$ cat src/core/crystal_osc_defs.vh
// constants for the crystal oscillator control block
`ifndef CRYSTAL_OSC_DEFS_VH
`define CRYSTAL_OSC_DEFS_VH

// ======================================================
// register word offsets (byte addresses)
`define XO_CTRL_OFS      4'h0
`define XO_STATUS_OFS    4'h4
`define XO_INTFLAG_OFS   4'h8
`define XO_INTMASK_OFS   4'hC

// ======================================================
// control field positions
`define XO_ENABLE_BIT    1
`define XO_PADSEL_BIT    2
`define XO_KEEPSTBY_BIT  6
`define XO_ONREQ_BIT     7
`define XO_GAIN_LO       8
`define XO_GAIN_HI       10
`define XO_AGC_BIT       11
`define XO_STARTUP_LO    12
`define XO_STARTUP_HI    15

// ======================================================
// reset values and writable masks
`define XO_CTRL_RESET    16'h0080
`define XO_CTRL_WMASK    16'hFFC6
`define XO_GAIN_MAXOK    3'h4

// ======================================================
// timing counts
`define XO_PRE_CYCLES    2'h3
`define XO_SLOW_SYNC     2

// ======================================================
// interrupt bits
`define XO_IRQ_READY     0
`define XO_IRQ_LOST      1

`endif

$ cat src/core/crystal_osc_control.v
// crystal oscillator control: register slave, gating, start-up and ready logic
`include "crystal_osc_defs.vh"

module crystal_osc_control #(
  parameter NUM_REQ = 4
) (
  input  wire               sys_clk,
  input  wire               rstn,
  input  wire               clkEn,
  // classic wishbone slave
  input  wire               wb_cyc_i,
  input  wire               wb_stb_i,
  input  wire               wb_we_i,
  input  wire [3:0]         wb_adr_i,
  input  wire [3:0]         wb_sel_i,
  input  wire [31:0]        wb_dat_i,
  output reg  [31:0]        wb_dat_o,
  output reg                wb_ack_o,
  output reg                wb_err_o,
  // system side
  input  wire               standby,
  input  wire [NUM_REQ-1:0] clkReq,
  input  wire               slowTick,
  input  wire               fastTick,
  output reg  [NUM_REQ-1:0] clkGrant,
  output reg                oscRun,
  output reg                crystalPadSelect,
  output reg                outPadFree,
  output reg  [2:0]         oscGain,
  output reg                autoAmpGainCtl,
  output reg                crystalReadyFlag,
  output reg                irq
);

  // ======================================================
  // registers
  reg  [15:0] ctrl_q;
  reg  [1:0]  intFlag_q;
  reg  [1:0]  intMask_q;
  reg         oscOn_q;
  reg         ready_q;
  reg         doneSeen_q;
  reg         gainErr_q;

  wire        enableBit   = ctrl_q[`XO_ENABLE_BIT];
  wire        onReq       = ctrl_q[`XO_ONREQ_BIT];
  wire        keepStby    = ctrl_q[`XO_KEEPSTBY_BIT];
  wire [3:0]  startupSel  = ctrl_q[`XO_STARTUP_HI:`XO_STARTUP_LO];
  wire        anyReq      = |clkReq;

  // ======================================================
  // run decision
  reg runWant;

  // enable gates the run decision; standby and on-request narrow it further
  always @* begin
    runWant = 1'b0;
    if (enableBit) begin
      if (onReq)
        runWant = anyReq;
      else if (standby)
        runWant = keepStby | anyReq;
      else
        runWant = 1'b1;
    end
  end

  wire startPulse = runWant & ~oscOn_q;
  wire counterDone;

  // ======================================================
  // start-up timer
  xo_startup_counter #(
    .SEL_W (4),
    .CNT_W (16)
  ) u_startup (
    .sys_clk    (sys_clk),
    .rstn       (rstn),
    .clkEn      (clkEn),
    .restart    (startPulse),
    .slowTick   (slowTick),
    .fastTick   (fastTick),
    .startupSel (startupSel),
    .done       (counterDone)
  );

  // ======================================================
  // wishbone decode
  wire        busReq  = wb_cyc_i & wb_stb_i & ~wb_ack_o & ~wb_err_o;
  wire        hitCtrl = (wb_adr_i == `XO_CTRL_OFS);
  wire        hitStat = (wb_adr_i == `XO_STATUS_OFS);
  wire        hitFlag = (wb_adr_i == `XO_INTFLAG_OFS);
  wire        hitMask = (wb_adr_i == `XO_INTMASK_OFS);
  wire        mapped  = hitCtrl | hitStat | hitFlag | hitMask;
  wire        wrCtrl  = busReq & wb_we_i & hitCtrl;
  wire        wrFlag  = busReq & wb_we_i & hitFlag & wb_sel_i[0];
  wire        wrMask  = busReq & wb_we_i & hitMask & wb_sel_i[0];

  // byte-lane merge of a control write, unimplemented bits stay zero
  reg  [15:0] ctrlWrite;
  always @* begin
    ctrlWrite = ctrl_q;
    if (wb_sel_i[0]) ctrlWrite[7:0]  = wb_dat_i[7:0];
    if (wb_sel_i[1]) ctrlWrite[15:8] = wb_dat_i[15:8];
    ctrlWrite = ctrlWrite & `XO_CTRL_WMASK;
  end

  // reserved gain codes are rejected; the old gain is kept so the
  // oscillator never runs with an undefined drive setting
  wire gainBad = wb_sel_i[1] &
                 (wb_dat_i[`XO_GAIN_HI:`XO_GAIN_LO] > `XO_GAIN_MAXOK);

  // control register write
  always @(posedge sys_clk) begin
    if (!rstn) begin
      ctrl_q    <= `XO_CTRL_RESET;
      gainErr_q <= 1'b0;
    end else if (clkEn && wrCtrl) begin
      if (gainBad) begin
        ctrl_q    <= {ctrlWrite[15:11], ctrl_q[10:8], ctrlWrite[7:0]};
        gainErr_q <= 1'b1;
      end else begin
        ctrl_q    <= ctrlWrite;
        gainErr_q <= 1'b0;
      end
    end
  end

  // ======================================================
  // oscillator state, ready flag
  always @(posedge sys_clk) begin
    if (!rstn) begin
      oscOn_q    <= 1'b0;
      ready_q    <= 1'b0;
      doneSeen_q <= 1'b0;
    end else if (clkEn) begin
      oscOn_q    <= runWant;
      doneSeen_q <= counterDone;
      if (!runWant || startPulse)
        ready_q <= 1'b0;
      else if (counterDone && !doneSeen_q)
        ready_q <= 1'b1;
    end
  end

  // ======================================================
  // interrupts: ready rise and ready loss, write one to clear
  wire evReady = ready_q & ~crystalReadyFlag & clkEn;
  wire evLost  = ~ready_q & crystalReadyFlag & clkEn;

  // set wins over a clear arriving in the same cycle
  always @(posedge sys_clk) begin
    if (!rstn) begin
      intFlag_q <= 2'h0;
      intMask_q <= 2'h0;
    end else if (clkEn) begin
      intFlag_q[`XO_IRQ_READY] <= evReady |
        (intFlag_q[`XO_IRQ_READY] & ~(wrFlag & wb_dat_i[`XO_IRQ_READY]));
      intFlag_q[`XO_IRQ_LOST]  <= evLost |
        (intFlag_q[`XO_IRQ_LOST] & ~(wrFlag & wb_dat_i[`XO_IRQ_LOST]));
      if (wrMask) intMask_q <= wb_dat_i[1:0];
    end
  end

  // ======================================================
  // bus answer, one wait state, error on unmapped address
  always @(posedge sys_clk) begin
    if (!rstn) begin
      wb_ack_o <= 1'b0;
      wb_err_o <= 1'b0;
      wb_dat_o <= 32'h00000000;
    end else if (clkEn) begin
      wb_ack_o <= busReq & mapped;
      wb_err_o <= busReq & ~mapped;
      wb_dat_o <= 32'h00000000;
      if (busReq && !wb_we_i) begin
        if (hitCtrl)
          wb_dat_o <= {16'h0000, ctrl_q};
        else if (hitStat)
          wb_dat_o <= {28'h0000000, gainErr_q, counterDone, oscOn_q, ready_q};
        else if (hitFlag)
          wb_dat_o <= {30'h00000000, intFlag_q};
        else if (hitMask)
          wb_dat_o <= {30'h00000000, intMask_q};
      end
    end
  end

  // ======================================================
  // registered outputs toward the analog cell and the requesters
  always @(posedge sys_clk) begin
    if (!rstn) begin
      clkGrant         <= {NUM_REQ{1'b0}};
      oscRun           <= 1'b0;
      crystalPadSelect <= 1'b0;
      outPadFree       <= 1'b1;
      oscGain          <= 3'h0;
      autoAmpGainCtl   <= 1'b0;
      crystalReadyFlag <= 1'b0;
      irq              <= 1'b0;
    end else if (clkEn) begin
      clkGrant         <= clkReq & {NUM_REQ{ready_q}};
      oscRun           <= runWant;
      crystalPadSelect <= ctrl_q[`XO_PADSEL_BIT];
      outPadFree       <= ~ctrl_q[`XO_PADSEL_BIT];
      oscGain          <= ctrl_q[`XO_GAIN_HI:`XO_GAIN_LO];
      // amplitude loop only acts while the oscillator actually runs
      autoAmpGainCtl   <= ctrl_q[`XO_AGC_BIT] & runWant;
      crystalReadyFlag <= ready_q;
      irq              <= |(intFlag_q & intMask_q);
    end
  end

endmodule // crystal_osc_control

$ cat src/core/xo_startup_counter.v
// start-up timer: three crystal cycles, then 2^sel slow-oscillator ticks
`include "crystal_osc_defs.vh"

module xo_startup_counter #(
  parameter SEL_W = 4,
  parameter CNT_W = 16
) (
  input  wire             sys_clk,
  input  wire             rstn,
  input  wire             clkEn,
  input  wire             restart,
  input  wire             slowTick,
  input  wire             fastTick,
  input  wire [SEL_W-1:0] startupSel,
  output reg              done
);

  // ======================================================
  // counters
  reg [1:0]       preCnt_q;
  reg [CNT_W:0]   slowCnt_q;
  reg             running_q;
  wire [CNT_W:0]  target = {{CNT_W{1'b0}}, 1'b1} << startupSel;

  // restart clears both counters and done and sets running; crystal edges counted first, then slow ticks
  always @(posedge sys_clk) begin
    if (!rstn) begin
      preCnt_q  <= 2'h0;
      slowCnt_q <= {(CNT_W+1){1'b0}};
      running_q <= 1'b0;
      done      <= 1'b0;
    end else if (clkEn) begin
      if (restart) begin
        preCnt_q  <= 2'h0;
        slowCnt_q <= {(CNT_W+1){1'b0}};
        running_q <= 1'b1;
        done      <= 1'b0;
      end else if (running_q) begin
        if (preCnt_q != `XO_PRE_CYCLES) begin
          if (fastTick) preCnt_q <= preCnt_q + 2'h1;
        end else if (slowTick) begin
          if (slowCnt_q + 1'b1 == target) begin
            running_q <= 1'b0;
            done      <= 1'b1;
          end
          slowCnt_q <= slowCnt_q + 1'b1;
        end
      end
    end
  end

endmodule // xo_startup_counter

$ cat config.mk
export PLATFORM = sky130hd
export DESIGN_NAME = crystal_osc_control
export DESIGN_NICKNAME = d
export VERILOG_FILES = /design/src/core/crystal_osc_control.v /design/src/core/xo_startup_counter.v
export VERILOG_INCLUDE_DIRS = /design/src /design/src/core
export SDC_FILE = /design/constraint.sdc
export NUM_CORES = 1
export LEC_CHECK = 0
export BUFFER_PORTS_ARGS = -buffer_cell sky130_fd_sc_hd__buf_2
export CAP_MARGIN = 10
export CORE_ASPECT_RATIO = 0.8
export CORE_MARGIN = 1.5
export CORE_UTILIZATION = 55
export CTS_CLUSTER_SIZE = 40
export DETAILED_ROUTE_END_ITERATION = 12
export PLACE_DENSITY_LB_ADDON = 0.1
export SYNTH_ARGS = -nofsm -noshare
export SYNTH_HDL_FRONTEND = slang
export SYNTH_SLANG_ARGS = --single-unit
$ cat constraint.sdc
create_clock -name sys_clk -period 7.11 [get_ports sys_clk]
set_clock_uncertainty 0.2 [all_clocks]
set_input_delay 1.0665 -clock sys_clk [delete_from_list [all_inputs] [get_ports sys_clk]]
set_output_delay 1.0665 -clock sys_clk [all_outputs]
set_load 0.01 [all_outputs]
# After elaboration in Yosys (flattened, before gate mapping)
# Index checks and enable logic that the tools add are counted.
# totals
register_bits	91
output_inout_bits	47
word_cells	125
# op_classes
add_sub_neg	2
magnitude_cmp	1
n_eq_ne	6
shift	1
mux	31
n_bitwise	40
reduce_logical	22
# ops
op	count
2-to-1 mux 17 bit	4
2-to-1 mux 16 bit	2
bitwise AND 1 bit	22
adder 17 x 1 -> 17 bit (second input constant)	1
== test 17 bit	1
left shift 1 x 4 -> 17 bit (first input constant)	1
2-to-1 mux 1 bit	16
2-to-1 mux 8 bit	2
2-to-1 mux 2 bit	6
nonzero test 2 bit	6
inverter 1 bit	10
== test 4 bit (second input constant)	2
AND reduction 4 bit	2
OR 1 bit	6
AND reduction 5 bit	1
bitwise AND 4 bit	1
== test 4 x 3 -> 1 bit (second input constant)	1
logical NOT 4 bit	1
2-to-1 mux 4 bit	1
!= test 2 bit (second input constant)	2
AND reduction 2 bit	2
OR reduction 4 bit	1
> comparator 3 bit (second input constant)	1
logical AND 1 bit	3
6 further kinds	8

# Logic depth before layout (Yosys ltp)
# depth
word_depth	10
depth_mapped	9
depth_no_buf	8

# Hierarchy
# Synthesis repeated with hierarchy kept, for this count alone.
# unflattened
hier_cells	482
hier_area_um2	3881.2
# by_module_without_submodules
module	instances	cells_each	area_per_inst_um2
crystal_osc_control	1	244	2120.8
xo_startup_counter	1	238	1760.4

# Worst setup path before layout
# OpenSTA, ideal clock, no wires.
# synth_path
path_kind	input-to-reg
from	input port standby
to	register u_startup.slowCnt_q[9]
setup_time_ns	0.116
t_arrival_ns	2.410
required_ns	6.794
setup_slack_ns	4.384
stages	6
n_path_buf	1
path_cell_list	nor2b_1 -> o21a_1 -> o31ai_2 -> clkbuf_1 -> o221ai_1 -> and3b_1
# synth_via
elab_chain_len	6
# synth_rtl
item	line	text
from (decl)	crystal_osc_control.v:21	input wire standby,
2-to-1 mux 1 bit *	crystal_osc_control.v:61	else if (standby)
2-to-1 mux 1 bit *	crystal_osc_control.v:59	if (onReq)
2-to-1 mux 1 bit *	crystal_osc_control.v:58	if (enableBit) begin
bitwise AND 1 bit *	crystal_osc_control.v:68	wire startPulse = runWant & ~oscOn_q;
!= test 2 bit (no source line) / nonzero test 2 bit (equally long branches)	n/a	
AND reduction 4 bit (no source line)	n/a	
to (signal assigned)	xo_startup_counter.v:29	slowCnt_q <= {(CNT_W+1){1'b0}};
to (signal assigned)	xo_startup_counter.v:35	slowCnt_q <= {(CNT_W+1){1'b0}};
to (signal assigned)	xo_startup_counter.v:46	slowCnt_q <= slowCnt_q + 1'b1;
to (decl)	xo_startup_counter.v:21	reg [CNT_W:0] slowCnt_q;
# Mark *: on every way between the ends. The rest lies on a longest branch, timed or not.
# A chain may end at the register's enable or synchronous reset.

# Worst setup path in the final report
# layout_path
from	input port clkEn
to	register u_startup.slowCnt_q[10]
# layout_via
elab_chain_len	1
# layout_rtl
item	line	text
from (decl)	crystal_osc_control.v:9	input wire clkEn,
AND reduction 4 bit (no source line)	n/a	
# No other way between the ends.

==> results.txt <==
HPWL Detailed = 5850 um
Total GRT Usage = 0.226
clock buffer depth = 2
fin crit period = 3.19 ns
share of power burned in the clock network = 0.457
cell area after synthesis = 3970 sq um
max-cap violation count = 0
Gate power share = 0.049
CORE AREA = 6930 sq um
ANT cells = 0
Top FF cell, synth = dfxtp_1
clk_lat worst skew = 0.35 ns
type of the worst setup path = input pin to register
first-pass GRT wire length = 14100 um
total grt overflow = 0
Resize count post-CTS = 0
Lkg Pwr = 0.00175 uW
Vias/cell = 5.63
final net count = 565
post-synthesis instance total = 468
status = finished clean
internal power = 600 uW
Routability Congestion = 0.821
HP Class = register to register
Crit Path Max Fanout = 28
WL per Instance = 14.3 um
Layout area overhead = 10.9%
Antenna Nets Post-Route = 0
reg2reg setup slack = 4.33 ns
Syn. warnings = 0
commonest non-fill, non-tap cell in the layout = dfxtp_1
initial core utilization = 0.573
CTS H-tree lvls = 3
CTS tree = yes
ys async rst share = 0
hold_buf cts = 0
most frequent cells in the layout = 69 x dfxtp_1, 60 x buf_2, 38 x nor2b_1, 37 x nand2_1, 31 x nor2_1
critical path arrival = 3.25 ns
EDFF count, synth = 0
Residual DRC = 0
syn avg cell area = 8.47 sq um
fin. max-slew vios = 0
total CTS buffers = 9
clock-pin slew on the worst setup and hold paths = 0.08 ns
vias in the first global route = 2945
Worst Tran Pin Value = 0.992 ns
initial antenna violation count = 0
final setup fails = 0
VDD IR-drop max = 0.111 mV
worst rel slew slack = 0.339
Pwr per Cell Area = 178 nW/um^2
CP required = 7.17 ns
CTS sink cnt = 69
sequential group share of total power = 0.494
Setup TNS = 0 ns
Switch Pwr = 184 uW
#FFs+latches synth = 69
Startpoint Class = input pin
setup bufs post-CTS = 0
unrepaired setup endpoints after global routing = no
Placement Rows = 27
f_max = 0.314 GHz
switching part of the total = 0.234
Synth cell types = 66
Ports = 100
die area = 7730 sq um
largest net degree at the start of global routing = 69
Util after Layout = 0.635
drt total wl = 8620 um
clk root buf = clkbuf_8
register area share after synthesis = 0.348
die width = 97.9 um
initial DRC count = 199
Die Ht = 78.9 um
final hold vios = 0
drt first pass iters = 4
period utilisation layout = 0.448
crit path capture type = register
routed vias = 3392
share of cells above drive strength 1 = 0.200
port bufs = 60
==> synthesized netlist by cell type, types with 3 or more instances <==
master,number,area (sq um)
a21boi_0,19,143
a21oi_1,20,100
a22oi_1,13,97.6
a31oi_1,7,43.8
and2_1,7,43.8
and3_1,4,25.0
and4_1,3,26.3
and4bb_2,3,37.5
buf_2,11,55.1
buf_4,21,158
clkbuf_1,13,48.8
dfxtp_1,69,1380
inv_1,9,33.8
mux2i_1,12,120
nand2_1,37,139
nand3_1,19,95.1
nand4_1,5,31.3
nand4_2,3,37.5
nand4b_1,5,43.8
nor2_1,31,116
nor2b_1,38,238
nor3_1,11,55.1
nor3b_1,4,30.0
nor4_1,6,37.5
o21ai_0,24,120
or4_1,4,30.0
xnor2_1,11,96.3
xor2_1,11,96.3
==> power groups by stage <==
stage / clock network [uW] / logic, uW / registers [uW]
floorplan: 0 / 29.4 / 397
global placement: 0 / 37.6 / 396
detailed placement: 0 / 37.9 / 396
CTS: 368 / 37.9 / 387
global route: 383 / 41.5 / 387
finish: 359 / 38.2 / 387
==> worst paths after layout <==
path                                        from                              endpoint  cells after the start
max                                        clkEn  u_startup.slowCnt_q[10]$_SDFFE_PN0P_                      7
min                     clkGrant[3]$_SDFFE_PN0P_              clkGrant[3]$_SDFFE_PN0P_                      2
min reg2reg             clkGrant[3]$_SDFFE_PN0P_              clkGrant[3]$_SDFFE_PN0P_                      2
max reg2reg  u_startup.slowCnt_q[5]$_SDFFE_PN0P_           u_startup.done$_SDFFE_PN0P_                      7
==> logic make-up (layout without fill, tap and decap cells) <==
group                    after synthesis  in the layout  share of synthesized area
buffers and inverters                 59             89                     0.0814
other                                  1             18                   0.000946
flip-flops                            69             69                      0.348
AO/OA/AOI/OAI                        100            100                      0.164
XOR/XNOR                              24             24                     0.0568
adder cells (fa/ha/maj)                2              2                    0.00631
multiplexers                          14             14                     0.0388
AND/OR/NAND/NOR                      199            199                      0.304
==> sequential cells by signal, summed over array words and instances, names as in the netlist, 2 cells and up <==
signal,count
clkGrant,4
ctrl_q,12
intFlag_q,2
intMask_q,2
oscGain,3
u_startup.preCnt_q,2
u_startup.slowCnt_q,17
wb_dat_o,14
==> per-stage QoR <==
step           hold WS, ns  std cells  setup WS (ns)  cell area [sq um]  total power, uW
3_5_place_dp         0.272        585           3.42               4170              434
2_1_floorplan        0.251        485           4.38               4030              426
6_report             0.282        602           3.92               4400              784
4_1_cts              0.282        601           3.77               4390              793
3_3_place_gp         0.258        585           3.45               4170              434
5_1_grt              0.300        602           3.67               4400              811
==> worst max-delay path: stages <==
cell and delay (ns):
buf_2 0.41, inv_2 0.35, nor3_1 0.48, o31ai_2 0.12
buf_4 0.22, or4_1 0.40, a21boi_0 0.18
==> layer usage <==
metal | global-route usage | wire length [um] | part of all wire
met1 | 0.318 | 4410 | 0.51
met2 | 0.340 | 3700 | 0.43
met3 | 0.0467 | 416 | 0.048
met4 | 0.0843 | 85 | 0.0099
met5 | 0 | 0 | 0
==> layout make-up <==
cell class	count	area, sq um
Timing Repair Buffer	63	323
Fill cell	613	2530
Clock buffer	9	124
Multi-Input combinational cell	357	2320
Sequential cell	69	1380
Inverter	10	37.5
Tap cell	87	109
Clock inverter	7	97.6
(Power assumes the default switching activity.)
